<file path="config.mk">
export PLATFORM = sky130hd
export DESIGN_NAME = pfc_ctrl1
export DESIGN_NICKNAME = d
export VERILOG_FILES = /design/src/pfc_pkg.sv /design/src/pfc_ctrl1.sv
export SDC_FILE = /design/constraint.sdc
export NUM_CORES = 1
export LEC_CHECK = 0
export ABC_AREA = 1
export BUFFER_PORTS_ARGS = -buffer_cell sky130_fd_sc_hd__clkbuf_2
export CAP_MARGIN = 20
export CORE_ASPECT_RATIO = 0.75
export CORE_MARGIN = 4
export CORE_UTILIZATION = 38
export DETAILED_ROUTE_END_ITERATION = 10
export PLACE_DENSITY = 0.65
export SETUP_SLACK_MARGIN = 0.15
export SKIP_LAST_GASP = 1
export SLEW_MARGIN = 25
export SYNTH_ARGS = -nofsm -noshare
export SYNTH_HDL_FRONTEND = slang
export SYNTH_SLANG_ARGS = --single-unit
</file>
<file path="constraint.sdc">
create_clock -name clk_i -period 3.9 [get_ports clk_i]
set_clock_uncertainty 0.2 [all_clocks]
set_input_delay 0 -clock clk_i [delete_from_list [all_inputs] [get_ports clk_i]]
set_output_delay 0 -clock clk_i [all_outputs]
set_load 0.02 [all_outputs]
</file>
<file path="src/pfc_pkg.sv">
package pfc_pkg;
    // ==========================================
    // Register map
    localparam logic [11:0] PFC_OFS_CTRL1 = 12'h024;
    localparam logic [11:0] PFC_OFS_STRAP = 12'h028;
    localparam logic [11:0] PFC_OFS_STAT = 12'h02C;
    localparam int PFC_CTRL1_INDEX = 9;
    localparam int PFC_BIT_RMII_ENH = 9;
    localparam int PFC_BIT_TDR_AUTO = 8;
    localparam int PFC_BIT_LL_RECOV = 7;
    localparam int PFC_BIT_FAST_MDIX = 6;
    localparam int PFC_BIT_ROBUST_MDIX = 5;
    localparam logic [15:0] PFC_CTRL1_WMASK = 16'h03E0;
    localparam logic [15:0] PFC_CTRL1_RESET = 16'h0000;
    localparam logic [3:0] PFC_FALSE_CARRIER_RXD = 4'h2;
    localparam logic [3:0] PFC_SYMERR_RXD = 4'h1;
    // ==========================================
    // Timing
    localparam int PFC_CLK_MHZ = 250;
    localparam int PFC_LINK_LOSS_US = 250;
    localparam int PFC_LINK_LOSS_CYC = PFC_LINK_LOSS_US * PFC_CLK_MHZ;
    localparam int PFC_RECOV_MS = 4;
    localparam int PFC_RECOV_CYC = PFC_RECOV_MS * 1000 * PFC_CLK_MHZ;

    typedef struct packed {
        logic crs_dv;
        logic rx_er;
        logic [1:0] rxd;
    } pfc_rmii_rx_t;

    typedef struct packed {
        logic active;
        logic false_carrier;
        logic sym_err;
        logic [3:0] nibble;
    } pfc_rx_event_t;
endpackage

</file>
<file path="src/pfc_ctrl1.sv">
`timescale 1ns/100ps
// Contract
// - Bit 9 picks enhanced RMII; resets normal
// - Normal mode: data-valid high when not idle
// - Normal false carrier: error, data 0010
// - Normal false carrier holds until event ends
// - Enhanced false carrier drops data-valid for event
// - Normal: start intact, error per symbol error
// - Normal: data becomes 1 from first error
// - Enhanced: data-valid drops at first error
// - Bit 8 launches diagnostic after link down
// - Bit 7 rides through brief signal loss
// - Without recovery, link down after 250 us
// - Bit 6 shortens forced-100 crossover resolution
// - Bit 5 enables robust crossover resolution
// - Bit 5 cleared disables automatic crossover
// - 100M auto-crossover strap sets bit 5
module pfc_ctrl1
    import pfc_pkg::*;
#(
    parameter int LINK_LOSS_CYC = PFC_LINK_LOSS_CYC,
    parameter int RECOV_CYC = PFC_RECOV_CYC
) (
    // Clock and reset
    input wire logic clk_i,
    input wire logic rstn_i,
    // APB slave
    input wire logic psel_i,
    input wire logic penable_i,
    input wire logic pwrite_i,
    input wire logic [11:0] paddr_i,
    input wire logic [31:0] pwdata_i,
    output logic [31:0] prdata_o,
    output logic pready_o,
    output logic pslverr_o,
    // Straps, sampled after reset release
    input wire logic strap_100m_i,
    input wire logic strap_amdix_i,
    // Receive event from PCS, same clock
    input wire pfc_rx_event_t rx_evt_i,
    // Signal detect from analog front end
    input wire logic sig_det_i,
    // RMII receive toward MAC
    output pfc_rmii_rx_t rmii_rx_o,
    // Link and feature controls
    output logic link_up_o,
    output logic tdr_start_o,
    output logic amdix_en_o,
    output logic amdix_fast_o,
    output logic amdix_robust_o
);
    // ==========================================
    // Register file
    logic [15:0] ctrl_q;
    logic strap_done_q;
    logic wr_en;
    logic rd_hit;

    assign wr_en = psel_i && penable_i && pwrite_i;
    assign rd_hit = (paddr_i == PFC_OFS_CTRL1) || (paddr_i == PFC_OFS_STAT);
    assign pready_o = 1'b1;
    assign pslverr_o = psel_i && penable_i && !rd_hit && (paddr_i != PFC_OFS_STRAP);

    always_ff @(posedge clk_i) begin
        if (!rstn_i) begin
            ctrl_q <= PFC_CTRL1_RESET;
            strap_done_q <= 1'b0;
        end else begin
            if (wr_en && paddr_i == PFC_OFS_CTRL1) begin
                ctrl_q <= pwdata_i[15:0] & PFC_CTRL1_WMASK;
            end
            // Straps only settle after reset, so capture once afterwards
            if (!strap_done_q) begin
                strap_done_q <= 1'b1;
                if (strap_100m_i && strap_amdix_i) begin
                    ctrl_q[PFC_BIT_ROBUST_MDIX] <= 1'b1;
                end
            end
        end
    end

    logic rmii_enh;
    assign rmii_enh = ctrl_q[PFC_BIT_RMII_ENH];
    assign amdix_en_o = ctrl_q[PFC_BIT_ROBUST_MDIX];
    assign amdix_robust_o = ctrl_q[PFC_BIT_ROBUST_MDIX];
    assign amdix_fast_o = ctrl_q[PFC_BIT_FAST_MDIX] && amdix_en_o;

    // ==========================================
    // Signal detect synchroniser
    logic sig_m_q;
    logic sig_s_q;

    always_ff @(posedge clk_i) begin
        if (!rstn_i) begin
            sig_m_q <= 1'b0;
            sig_s_q <= 1'b0;
        end else begin
            sig_m_q <= sig_det_i;
            sig_s_q <= sig_m_q;
        end
    end

    // ==========================================
    // Link monitor
    logic [31:0] loss_cnt_q;
    logic link_q;
    logic [31:0] loss_limit;

    assign loss_limit = ctrl_q[PFC_BIT_LL_RECOV] ? 32'(RECOV_CYC) : 32'(LINK_LOSS_CYC);

    always_ff @(posedge clk_i) begin
        if (!rstn_i) begin
            loss_cnt_q <= 32'h00000000;
            link_q <= 1'b0;
        end else if (sig_s_q) begin
            loss_cnt_q <= 32'h00000000;
            link_q <= 1'b1;
        end else if (link_q) begin
            if (loss_cnt_q >= loss_limit - 32'h00000001) begin
                link_q <= 1'b0;
                loss_cnt_q <= 32'h00000000;
            end else begin
                loss_cnt_q <= loss_cnt_q + 32'h00000001;
            end
        end
    end
    assign link_up_o = link_q;

    // Diagnostic launch pulse on the falling edge of link
    logic link_prev_q;
    logic tdr_q;

    always_ff @(posedge clk_i) begin
        if (!rstn_i) begin
            link_prev_q <= 1'b0;
            tdr_q <= 1'b0;
        end else begin
            link_prev_q <= link_q;
            tdr_q <= link_prev_q && !link_q && ctrl_q[PFC_BIT_TDR_AUTO];
        end
    end
    assign tdr_start_o = tdr_q;

    // ==========================================
    // RMII receive shaping
    logic fc_q;
    logic se_q;
    logic nib_hi_q;
    logic fc_now;
    logic se_now;
    logic [3:0] nib;
    pfc_rmii_rx_t rx_q;

    assign fc_now = fc_q || rx_evt_i.false_carrier;
    assign se_now = se_q || rx_evt_i.sym_err;

    always_ff @(posedge clk_i) begin
        if (!rstn_i) begin
            fc_q <= 1'b0;
            se_q <= 1'b0;
        end else if (!rx_evt_i.active) begin
            fc_q <= 1'b0;
            se_q <= 1'b0;
        end else begin
            fc_q <= fc_now;
            se_q <= se_now;
        end
    end

    // Two dibits per nibble; low dibit first
    always_ff @(posedge clk_i) begin
        if (!rstn_i) begin
            nib_hi_q <= 1'b0;
        end else if (!rx_evt_i.active) begin
            nib_hi_q <= 1'b0;
        end else begin
            nib_hi_q <= !nib_hi_q;
        end
    end

    always_comb begin
        nib = rx_evt_i.nibble;
        if (fc_now) begin
            nib = PFC_FALSE_CARRIER_RXD;
        end else if (se_now) begin
            nib = PFC_SYMERR_RXD;
        end
    end

    always_ff @(posedge clk_i) begin
        if (!rstn_i) begin
            rx_q <= '0;
        end else begin
            rx_q.rxd <= nib_hi_q ? nib[3:2] : nib[1:0];
            if (rmii_enh) begin
                // Disqualify rest of event instead of flagging errors
                rx_q.crs_dv <= rx_evt_i.active && !fc_now && !se_now;
                rx_q.rx_er <= 1'b0;
            end else begin
                rx_q.crs_dv <= rx_evt_i.active;
                rx_q.rx_er <= rx_evt_i.active && (fc_now || rx_evt_i.sym_err);
            end
        end
    end
    assign rmii_rx_o = rx_q;

    // ==========================================
    // Read data
    always_ff @(posedge clk_i) begin
        if (!rstn_i) begin
            prdata_o <= 32'h00000000;
        end else if (psel_i && !penable_i && !pwrite_i) begin
            unique case (paddr_i)
                PFC_OFS_CTRL1: prdata_o <= {16'h0000, ctrl_q};
                PFC_OFS_STAT: prdata_o <= {29'h00000000, tdr_q, link_q, rx_evt_i.active};
                default: prdata_o <= 32'h00000000;
            endcase
        end
    end
endmodule

</file>
; ---- Word-level counts from Yosys, hierarchy flattened
; Index checks and enable logic that the tools add are counted.
[totals]
ff_bits = 82
out_inout_bits = 43
wordCells = 65
[op_classes]
addsub = 2
n_lt_le_gt_ge = 1
eq_ne = 3
n_mux = 14
bitwise_logic = 1
reduce_logical = 28
[op_table]
columns = cell, count
row1 = "adder 32 x 1 -> 32 bit, second input constant", 1
row2 = >= comparator 32 bit, 1
row3 = two-way mux 32 bit, 1
row4 = "== test 12 x 6 -> 1 bit, second input constant", 2
row5 = "subtractor 20 x 1 -> 21 bit, second input constant", 1
row6 = two-way mux 20 bit, 1
row7 = case mux 10 bit (2 select lines), 1
row8 = logical AND 1 bit, 14
row9 = "!= test 12 x 6 -> 1 bit, second input constant", 1
row10 = two-way mux 4 bit, 2
row11 = logical NOT 1 bit, 7
row12 = two-way mux 1 bit, 6
row13 = two-way mux 6 bit, 1
row14 = logical OR 1 bit, 4
row15 = two-way mux 2 bit, 2
row16 = OR reduction 2 bit, 2
row17 = AND reduction 2 bit, 1
row18 = inverter 1 bit, 1

; ---- Longest topological paths before layout
; Gate-level depths: netlist of run 1.
[depth]
depth_word = 6
ltp_mapped = 12
ltp_nobuf = 11

; ---- Worst setup path after synthesis of run 1
; No wires, ideal clock.
[synth_timing]
path_type = register to register
startpoint = reg ctrl_q[7]
endpoint = reg loss_cnt_q[11]
arrival_ns = 1.720
t_required_ns = 3.629
path_slack_ns = 1.909
path_stages_with_launch = 11
path_buffers = 1
period_less_slack_ns = 1.991
cell_sequence = dfxtp_1 inv_1 ha_1 nand2_1 inv_1 o21ai_0 nand3_1 nor2_2 buf_4 nand3_2 a21oi_2
[synth_via]
elab_chain_cells = 4
[synth_lines]
columns = item, line
row1 = from (decl), pfc_ctrl1.sv:54  ; logic [15:0] ctrl_q;
row2 = from (signal assigned), pfc_ctrl1.sv:70  ; ctrl_q <= pwdata_i[15:0] & PFC_CTRL1_WMASK;
row3 = two-way mux 20 bit, pfc_ctrl1.sv:109  ; assign loss_limit = ctrl_q[PFC_BIT_LL_RECOV] ? 32'(RECOV_CYC) : 32'(LINK_LOSS_CYC);
row4 = subtractor 20 x 1 -> 21 bit, pfc_ctrl1.sv:119  ; if (loss_cnt_q >= loss_limit - 32'h00000001) begin
row5 = >= comparator 32 bit, pfc_ctrl1.sv:119
row6 = two-way mux 32 bit, pfc_ctrl1.sv:119
row7 = to (signal assigned), pfc_ctrl1.sv:123  ; loss_cnt_q <= loss_cnt_q + 32'h00000001;
row8 = to (decl), pfc_ctrl1.sv:105  ; logic [31:0] loss_cnt_q;
; No other way between the ends.
; A chain may end at the register's enable or synchronous reset.

; ---- Final worst setup path of run 1
[layout_timing]
startpoint = in paddr_i[5]
endpoint = reg prdata_o[1]
[layout_via]
elab_chain_cells = 2
word_cells_on_any_way = 3
[layout_lines]
columns = item, line
row1 = from (decl), pfc_ctrl1.sv:31  ; input wire logic [11:0] paddr_i,
row2 = == test 12 x 6 -> 1 bit, pfc_ctrl1.sv:213  ; unique case (paddr_i)
row3 = case mux 10 bit (2 select lines) *, pfc_ctrl1.sv:213
row4 = to (signal assigned), pfc_ctrl1.sv:214  ; PFC_OFS_CTRL1: prdata_o <= {16'h0000, ctrl_q};
row5 = to (signal assigned), pfc_ctrl1.sv:215  ; PFC_OFS_STAT: prdata_o <= {29'h00000000, tdr_q, link_q, rx_evt_i.active};
row6 = to (decl), pfc_ctrl1.sv:33  ; output logic [31:0] prdata_o,
; Mark *: on every way between the ends. The rest lies on a longest branch, timed or not.

==> results of run 1 <==
==> through the flow <==
| stage | cells | setup slack (ps) | util [%] |
|---|---|---|---|
| after global routing | 655 | 946 | 49.3 |
| final | 655 | 1060 | 49.3 |
| after floorplan | 493 | 1910 | - |
| after CTS | 655 | 1070 | 49.3 |
| after detailed placement | 613 | 1480 | 42.2 |
| after global placement | 613 | 1560 | 42.2 |
==> synth_stat cells, types with 4 or more instances <==
library cell,count,area [sq um]
nand3_2,21,210
nand2_2,6,37.5
buf_4,30,225
a21oi_1,15,75.1
dfxtp_1,58,1160
ha_1,13,163
nor2_4,4,45.0
nand2_1,116,435
inv_1,64,240
nand4_1,8,50.1
a21oi_2,22,193
xor2_1,9,78.8
nor3_1,13,65.1
clkbuf_1,5,18.8
nand3_1,19,95.1
nor2_1,38,143
==> logic make-up after synthesis <==
logic type      after synthesis  synth area share [%]
simple gates                233                  33.3
other cells                   2                 0.217
flops                        58                  33.5
fa+ha+maj                    13                  4.69
compound gates               45                  9.24
xor+xnor                     13                  3.50
buf+inv                     106                  15.6
==> report_power, final <==
group          leakage (uW)  internal [uW]  switching (uW)
Clock              0.000170            628             289
Combinational       0.00124           40.3            77.5
Sequential         0.000470            601            6.38
Total               0.00188           1270             373
==> worst min-delay path: cells and delay by family <==
family | cells | cell delay, ps
compound gates | 1 | 70
buf+inv | 1 | 80
simple gates | 3 | 340
==> flip-flops by register name, summed over array words and instances, names as in the netlist <==
signal and cells:
loss_cnt_q 32, prdata_o 8, ctrl_q 5, rmii_rx_o 4, fc_q 1, link_prev_q 1
link_up_o 1, nib_hi_q 1, se_q 1, sig_m_q 1, sig_s_q 1, strap_done_q 1
tdr_start_o 1
==> worst paths after layout <==
| path | startpoint | endpoint | cells after the start |
|---|---|---|---|
| worst max-delay path | paddr_i[5] | prdata_o[1]$_SDFFE_PN0P_ | 9 |
| worst min-delay path | paddr_i[0] | prdata_o[2]$_SDFFE_PN0P_ | 5 |
| worst max register to register | ctrl_q[7]$_SDFFE_PN0P_ | link_up_o$_SDFF_PN0_ | 10 |
| worst min register to register | sig_m_q$_SDFF_PN0_ | sig_s_q$_SDFF_PN0_ | 2 |
==> layer usage <==
metal / wire length, um / vias up / track usage, %
li1: - / 1575 / -
met5: 0 / - / 0
met3: 387 / 10 / 4.26
met1: 3800 / 1414 / 20.8
met2: 4100 / 68 / 27.2
met4: 116 / 0 / 4.68
==> area by class of cell <==
class	instances	area share, %
Multi-Input combinational cell	329	43.4
Sequential cell	58	27.2
Timing Repair Buffer	77	12.2
Inverter	67	5.89
Clock buffer	9	5.27
Tap cell	108	3.16
Clock inverter	7	2.93
==> impl_results.html, run 1 <==
<table>
<tr><th>Metric</th><th>Value</th></tr>
<tr><th colspan="2">Setup path</th></tr>
<tr><td>Cell mode on critical path</td><td>dlygate4sd3_1</td></tr>
<tr><td>Delay-heaviest family, CP</td><td>buffers and inverters</td></tr>
<tr><td>CP max-delay cell</td><td>dlygate4sd3_1</td></tr>
<tr><td>Signal arrival time at the worst endpoint</td><td>2890 ps</td></tr>
<tr><td>Critical path class</td><td>in2reg</td></tr>
<tr><td>CP Capture Type</td><td>register</td></tr>
<tr><td>Maximum fanout along the worst path</td><td>4</td></tr>
<tr><td>Launching element type of the critical path</td><td>input port</td></tr>
<tr><td>Ordered list of cells on the worst path</td><td>dlygate4sd3_1 -&gt; clkbuf_2 -&gt; nand4_1 -&gt; dlygate4sd3_1 -&gt; nor2_1 -&gt; dlygate4sd3_1 -&gt; nand4_1 -&gt; dlygate4sd3_1 -&gt; a21oi_1</td></tr>
<tr><td>Critical path required time</td><td>3950 ps</td></tr>
<tr><td>Stage delay of the slowest cell on the critical path</td><td>610 ps</td></tr>
<tr><td>Slack of the worst reg-to-reg path</td><td>1480 ps</td></tr>
<tr><td>Number of buffer and inverter instances along the worst setup path</td><td>5</td></tr>
<tr><th colspan="2">Hold path</th></tr>
<tr><td>Hold WC Path Type</td><td>in2reg</td></tr>
<tr><th colspan="2">Drt</th></tr>
<tr><td>Aggregate routed wire length</td><td>8.40 mm</td></tr>
<tr><td>Number of remaining DRC errors</td><td>0</td></tr>
<tr><td>Post-DR vias/cell</td><td>4.68</td></tr>
<tr><td>Number of search-and-repair iterations in the first detailed-routing pass</td><td>4</td></tr>
<tr><td>Via count</td><td>3067</td></tr>
<tr><td>Number of DRC markers after the initial detailed-route iteration</td><td>227</td></tr>
<tr><td>Number of nets still failing antenna checks after routing</td><td>0</td></tr>
<tr><td>Wire length per cell</td><td>approximately 13 um</td></tr>
<tr><th colspan="2">Clock network</th></tr>
<tr><td>CTS Buf Count</td><td>9</td></tr>
<tr><td>CTS root buffer</td><td>clkbuf_16</td></tr>
<tr><td>Worst-skew pair later-pin latency</td><td>330 ps</td></tr>
<tr><td>Register clock-pin slew on the reported worst setup and hold paths</td><td>50 ps</td></tr>
<tr><td>Number of gates resized after cts</td><td>0</td></tr>
<tr><td>Maximum level of the CTS H-tree</td><td>3</td></tr>
<tr><td>CTS tree</td><td>done</td></tr>
<tr><td>Post-CTS setup repair buffer count</td><td>0</td></tr>
<tr><td># clock sinks</td><td>58</td></tr>
<tr><td>Buffer levels on the longest clock path</td><td>2</td></tr>
<tr><td>Cts-stage hold buffer count</td><td>26</td></tr>
<tr><th colspan="2">GRT</th></tr>
<tr><td>First-pass GRT wire length</td><td>~14 mm</td></tr>
<tr><td>Maximum number of pins on one net before global-route repair</td><td>24</td></tr>
<tr><td>Antenna violations before repair</td><td>0</td></tr>
<tr><td>Total global routing overflow</td><td>0</td></tr>
<tr><td>Via count of the first global-routing pass</td><td>between 2000 and 3000</td></tr>
<tr><td>GRT Total Usage</td><td>16.3%</td></tr>
<tr><th colspan="2">Timing</th></tr>
<tr><td>Timing-limited maximum frequency</td><td>around 350 MHz</td></tr>
<tr><td>Final-layout setup total negative slack</td><td>0 ps</td></tr>
<tr><td>Setup repair after global routing missed its margin</td><td>false</td></tr>
<tr><td>Pins over their slew limit</td><td>0</td></tr>
<tr><td>Setup-violating endpoint count in the final report</td><td>0</td></tr>
<tr><td>Share of the cycle needed by the critical path after routing</td><td>between 70 and 80%</td></tr>
<tr><td>Clock period minus worst slack</td><td>2840 ps</td></tr>
<tr><td>Worst Tran Pin Value</td><td>approximately 760 ps</td></tr>
<tr><td>Number of hold violations in the final report</td><td>0</td></tr>
<tr><td>Minimum hold slack</td><td>13.3 ps</td></tr>
<tr><td>Worst slew margin</td><td>49.4%</td></tr>
<tr><th colspan="2">Layout</th></tr>
<tr><td>Antenna diode count</td><td>0</td></tr>
<tr><td>Leading cell types in the layout, fill and taps excluded</td><td>nand2_1 (116), inv_1 (64), dfxtp_1 (58)</td></tr>
<tr><td>Number of fill cells in the layout</td><td>831</td></tr>
<tr><td>Fraction of layout instances using a drive strength above 1</td><td>23.4%</td></tr>
<tr><td>Most common cell after layout, fill and taps aside</td><td>nand2_1</td></tr>
<tr><td>Layout Nets</td><td>614</td></tr>
<tr><td>Area growth, synth to finish</td><td>23.2%</td></tr>
<tr><td>Seq. cell area</td><td>1160 sq um</td></tr>
<tr><td>Fin area</td><td>between 4000 and 5000 sq um</td></tr>
<tr><td>Area used by multi-input combinational logic</td><td>around 1900 sq um</td></tr>
<tr><th colspan="2">Synth</th></tr>
<tr><td>Post-synthesis sequential area ratio</td><td>33.5%</td></tr>
<tr><td>Register bit count reported by yosys</td><td>between 50 and 60</td></tr>
<tr><td>Mean post-synth cell area</td><td>7.38 sq um</td></tr>
<tr><td>Distinct cells, synth</td><td>38</td></tr>
<tr><td>Dominant register cell in the synthesized netlist</td><td>dfxtp_1</td></tr>
<tr><td>Number of warning messages in the yosys log</td><td>0</td></tr>
<tr><td>Proportion of register bits with asynchronous set or reset after synthesis</td><td>0%</td></tr>
<tr><td>Number of enable flip-flop cells after synthesis</td><td>0</td></tr>
<tr><td>Synthesized area</td><td>about 3500 sq um</td></tr>
<tr><td>Gate Count Post-Synth</td><td>470</td></tr>
<tr><th colspan="2">Floorplan</th></tr>
<tr><td>I/O pin count</td><td>102</td></tr>
<tr><td>Placeable core area</td><td>8670 sq um</td></tr>
<tr><td>Die area</td><td>10700 sq um</td></tr>
<tr><td>Starting Density</td><td>40.0%</td></tr>
<tr><td>Number of placement rows</td><td>29</td></tr>
<tr><td>Chip Height</td><td>90.7 um</td></tr>
<tr><td>Horizontal die dimension</td><td>118 um</td></tr>
<tr><th colspan="2">Flow run</th></tr>
<tr><td>Max_cap viols</td><td>0</td></tr>
<tr><th colspan="2">Placement</th></tr>
<tr><td>Gp weighted congestion</td><td>slightly above 0.8</td></tr>
<tr><td>Placed cell area</td><td>between 3000 and 4000 sq um</td></tr>
<tr><td>Hpwl dp</td><td>approximately 5.8 mm</td></tr>
<tr><td>Count of input and output buffers</td><td>49</td></tr>
<tr><th colspan="2">Pwr</th></tr>
<tr><td>PD cells</td><td>between 300 and 400 nW/um^2</td></tr>
<tr><td>Static power due to leakage</td><td>0.00188 uW</td></tr>
<tr><td>Overall Power</td><td>roughly 1600 uW</td></tr>
<tr><td>Maximum resistive drop on vdd</td><td>0.230 mV</td></tr>
<tr><th colspan="2">Run status</th></tr>
<tr><td>Result of the run</td><td>finished, final reports clean</td></tr>
</table>
Power figures use the tool's default switching activity.
==> inputs of run 2 (changes only) <==
- clock period: 3.9 -> 2.7 ns (I/O delays scaled with it)
==> run 2 against run 1 <==
  * The run now ends with negative hold slack left
  * Global-route usage shrank 0.49 points
  * Flip-flop and latch count unchanged
  * First-iteration DRC count decreased by 19%
  * Critical path depth is 3 higher
  * Total power grew 39%
  * Worst setup slack worse by 840 ps
  * Largest cell class unchanged
==> impl_results.html, run 2 (same netlist as run 1, synthesis figures left out) <==
<table>
<tr><th>Metric</th><th>Value</th></tr>
<tr><th colspan="2">Floorplan</th></tr>
<tr><td>Horizontal die dimension</td><td>118 um (unchanged)</td></tr>
<tr><td>I/O pin count</td><td>102 (unchanged)</td></tr>
<tr><td>Chip Height</td><td>90.7 um (unchanged)</td></tr>
<tr><td>Placeable core area</td><td>8670 sq um (unchanged)</td></tr>
<tr><td>Die area</td><td>10700 sq um (unchanged)</td></tr>
<tr><td>Number of placement rows</td><td>29 (unchanged)</td></tr>
<tr><td>Starting Density</td><td>40.0% (unchanged)</td></tr>
<tr><th colspan="2">Setup path</th></tr>
<tr><td>Ordered list of cells on the worst path</td><td>dlygate4sd3_1 -&gt; clkbuf_2 -&gt; nor2_1 -&gt; dlygate4sd3_1 -&gt; nand2_1 -&gt; inv_2 -&gt; nand4_4 -&gt; inv_4 -&gt; nand2_1 -&gt; o211ai_1 -&gt; dlygate4sd3_1 -&gt; and2_1</td></tr>
<tr><td>Slack of the worst reg-to-reg path</td><td>480 ps (-1000 ps)</td></tr>
<tr><td>Stage delay of the slowest cell on the critical path</td><td>590 ps (-20 ps)</td></tr>
<tr><td>Launching element type of the critical path</td><td>input port</td></tr>
<tr><td>Cell mode on critical path</td><td>dlygate4sd3_1</td></tr>
<tr><td>Critical path class</td><td>in2reg</td></tr>
<tr><td>Origin of the worst setup path</td><td>paddr_i[8]</td></tr>
<tr><td>CP Capture Type</td><td>register</td></tr>
<tr><td>Critical Path Sink</td><td>ctrl_q[5]$_SDFF_PN0_</td></tr>
<tr><td>CP max-delay cell</td><td>dlygate4sd3_1</td></tr>
<tr><td>Maximum fanout along the worst path</td><td>6 (+2)</td></tr>
<tr><td>Number of cells on the worst reg-to-reg path</td><td>11 (+1)</td></tr>
<tr><td>Critical path required time</td><td>2760 ps (-1190 ps)</td></tr>
<tr><td>Worst reg2reg path startpoint</td><td>ctrl_q[7]$_SDFFE_PN0P_</td></tr>
<tr><td>Crit Reg-Reg Endpoint</td><td>loss_cnt_q[17]$_SDFFE_PP0P_</td></tr>
<tr><td>Signal arrival time at the worst endpoint</td><td>2550 ps (-340 ps)</td></tr>
<tr><th colspan="2">GRT</th></tr>
<tr><td>Maximum number of pins on one net before global-route repair</td><td>32 (+33%)</td></tr>
<tr><td>First-pass GRT wire length</td><td>14.2 mm (-0.34%)</td></tr>
<tr><td>GRT Total Usage</td><td>15.8% (-0.49 points)</td></tr>
<tr><td>Total global routing overflow</td><td>0 (unchanged)</td></tr>
<tr><td>Antenna violations before repair</td><td>0 (unchanged)</td></tr>
<tr><td>Via count of the first global-routing pass</td><td>3022 (+0.80%)</td></tr>
<tr><th colspan="2">Flow run</th></tr>
<tr><td>Max_cap viols</td><td>0 (unchanged)</td></tr>
<tr><th colspan="2">Timing</th></tr>
<tr><td>Worst slew margin</td><td>48.3% (-1.1 points)</td></tr>
<tr><td>Clock period minus worst slack</td><td>roughly 2500 ps</td></tr>
<tr><td>Number of hold violations in the final report</td><td>2 (+2)</td></tr>
<tr><td>Setup-violating endpoint count in the final report</td><td>0 (unchanged)</td></tr>
<tr><td>Share of the cycle needed by the critical path after routing</td><td>91.9%</td></tr>
<tr><td>Final-layout setup total negative slack</td><td>0 ps (unchanged)</td></tr>
<tr><td>Minimum hold slack</td><td>-0.422 ps (-13.7 ps)</td></tr>
<tr><td>Setup repair after global routing missed its margin</td><td>true</td></tr>
<tr><td>Worst Tran Pin Value</td><td>775 ps (+16.4 ps)</td></tr>
<tr><td>Pins over their slew limit</td><td>0 (unchanged)</td></tr>
<tr><td>Timing-limited maximum frequency</td><td>about 400 MHz</td></tr>
<tr><td>Minimum setup slack in the final design</td><td>219 ps (-840 ps)</td></tr>
<tr><th colspan="2">Drt</th></tr>
<tr><td>Number of search-and-repair iterations in the first detailed-routing pass</td><td>4 (unchanged)</td></tr>
<tr><td>Wire length per cell</td><td>12.6 um (-2.1%)</td></tr>
<tr><td>Aggregate routed wire length</td><td>8.25 mm (-1.8%)</td></tr>
<tr><td>Number of nets still failing antenna checks after routing</td><td>0 (unchanged)</td></tr>
<tr><td>Post-DR vias/cell</td><td>4.69 (about the same)</td></tr>
<tr><td>Number of DRC markers after the initial detailed-route iteration</td><td>185 (-19%)</td></tr>
<tr><td>Number of remaining DRC errors</td><td>0 (unchanged)</td></tr>
<tr><td>Via count</td><td>3079 (+0.39%)</td></tr>
<tr><th colspan="2">Pwr</th></tr>
<tr><td>Maximum resistive drop on vdd</td><td>0.312 mV (+35%)</td></tr>
<tr><td>Switching share of power</td><td>22.8% (+0.088 points)</td></tr>
<tr><td>Internal portion of total power</td><td>1760 uW (+39%)</td></tr>
<tr><td>Static power due to leakage</td><td>0.00189 uW (+0.40%)</td></tr>
<tr><td>PD cells</td><td>533 nW/um^2 (+39%)</td></tr>
<tr><td>Part of the power in the clock network</td><td>53.9% (-2.0 points)</td></tr>
<tr><td>Net switching power of the design</td><td>520 uW (+40%)</td></tr>
<tr><td>Part of the total power dissipated in combinational logic</td><td>7.7% (+0.5 points)</td></tr>
<tr><td>Sequential group share of total power</td><td>38.3% (+1.3 points)</td></tr>
<tr><th colspan="2">Placement</th></tr>
<tr><td>Post-Place Worst Slack</td><td>501 ps (-976 ps)</td></tr>
<tr><td>Gp weighted congestion</td><td>0.811 (+0.77%)</td></tr>
<tr><td>Hpwl dp</td><td>5.76 mm (-0.42%)</td></tr>
<tr><td>Placed cell area</td><td>3690 sq um (+0.75%)</td></tr>
<tr><td>Count of input and output buffers</td><td>49 (unchanged)</td></tr>
<tr><th colspan="2">Run status</th></tr>
<tr><td>Result of the run</td><td>complete, but fails checks</td></tr>
<tr><td>Violated checks</td><td>negative hold slack</td></tr>
<tr><th colspan="2">Layout</th></tr>
<tr><td>Fraction of layout instances using a drive strength above 1</td><td>24.6% (+1.2 points)</td></tr>
<tr><td>Number of flip-flops under the largest register name</td><td>32 (unchanged)</td></tr>
<tr><td>Register ranked first by flip-flop count</td><td>loss_cnt_q</td></tr>
<tr><td>Leading cell types in the layout, fill and taps excluded</td><td>nand2_1 (115), inv_1 (62), dfxtp_1 (58)</td></tr>
<tr><td>Area growth, synth to finish</td><td>23.6%</td></tr>
<tr><td>Most common cell after layout, fill and taps aside</td><td>nand2_1</td></tr>
<tr><td>Layout Nets</td><td>616 (+0.33%)</td></tr>
<tr><td>Antenna diode count</td><td>0 (unchanged)</td></tr>
<tr><td>Fin area</td><td>4290 sq um (+0.32%)</td></tr>
<tr><td>Biggest registers after layout</td><td>loss_cnt_q (32), prdata_o (8), ctrl_q (5)</td></tr>
<tr><td>Number of fill cells in the layout</td><td>806 (-3.0%)</td></tr>
<tr><th colspan="2">Clock network</th></tr>
<tr><td>Buffer levels on the longest clock path</td><td>2 (unchanged)</td></tr>
<tr><td>Worst-skew pair later-pin latency</td><td>320 ps (about the same)</td></tr>
<tr><td>CTS tree</td><td>done</td></tr>
<tr><td>Register clock-pin slew on the reported worst setup and hold paths</td><td>50 ps (about the same)</td></tr>
<tr><td>CTS root buffer</td><td>clkbuf_16</td></tr>
<tr><td>CTS Buf Count</td><td>9 (unchanged)</td></tr>
<tr><td># clock sinks</td><td>58 (unchanged)</td></tr>
<tr><td>Maximum level of the CTS H-tree</td><td>3 (unchanged)</td></tr>
<tr><th colspan="2">Hold path</th></tr>
<tr><td>Hold WC Path Type</td><td>in2reg</td></tr>
</table>
## run 2: routing by layer
metal | wire length, um | global-route usage (%) | share of wire (%) | vias up
met1 | 3840 | 20.3 | 47 | 1426
met2 | 3950 | 26.4 | 48 | 62
met5 | 0 | 0 | 0 | -
li1 | - | - | - | 1577
met4 | 122 | 4.78 | 1.5 | 0
met3 | 338 | 3.69 | 4.1 | 14
## run 2: power by group through the flow
stage | registers [uW] | clock network (uW) | logic, uW
after floorplan | 898 | 0 | 119
after global placement | 892 | 0 | 143
after detailed placement | 893 | 0 | 146
after CTS | 875 | 1250 | 173
after global routing | 876 | 1300 | 192
final | 875 | 1230 | 176
## run 2: worst min-delay path by stage
stage / from / to / slack [ps] / depth (start not counted)
after floorplan: rstn_i / strap_done_q$_DFF_P_ / -170 / 0
after global placement: sig_det_i / sig_m_q$_SDFF_PN0_ / -20 / 3
after detailed placement: sig_det_i / sig_m_q$_SDFF_PN0_ / -10 / 3
after CTS: psel_i / prdata_o[5]$_SDFFE_PN0P_ / 5 / 4
after global routing: psel_i / prdata_o[5]$_SDFFE_PN0P_ / 30 / 4
final: psel_i / prdata_o[1]$_SDFFE_PN0P_ / -0.4 / 4
## run 2: final cells by class
type | count | area [sq um] | share of cell area (%)
clock inverter | 6 | 88.8 | 2.07
sequential | 58 | 1160 | 27.1
multi-input combinational | 329 | 1860 | 43.5
tap | 108 | 135 | 3.15
clock buffer | 10 | 239 | 5.58
timing repair buffer | 79 | 543 | 12.7
inverter | 67 | 254 | 5.93
## run 2: per-stage QoR
| step | power [uW] | std cells | util [%] |
|---|---|---|---|
| 2_1_floorplan | 1020 | 493 | - |
| 3_3_place_gp | 1040 | 615 | 42.5 |
| 3_5_place_dp | 1040 | 615 | 42.5 |
| 4_1_cts | 2300 | 655 | 49.1 |
| 5_1_grt | 2360 | 657 | 49.4 |
| 6_report | 2280 | 657 | 49.4 |
## run 2: repair_timing
item	CTS	global route
hold buffers	24	0
buffers inserted	0	2
setup endpoints to repair	0	2
resized for setup	0	5
endpoints found under the hold margin	19	0
## run 2: critical path: cells and delay by family
family	cells	cell delay, ps
buffers and inverters	6	1970
AND/OR/NAND/NOR	5	470
AO/OA/AOI/OAI	1	100
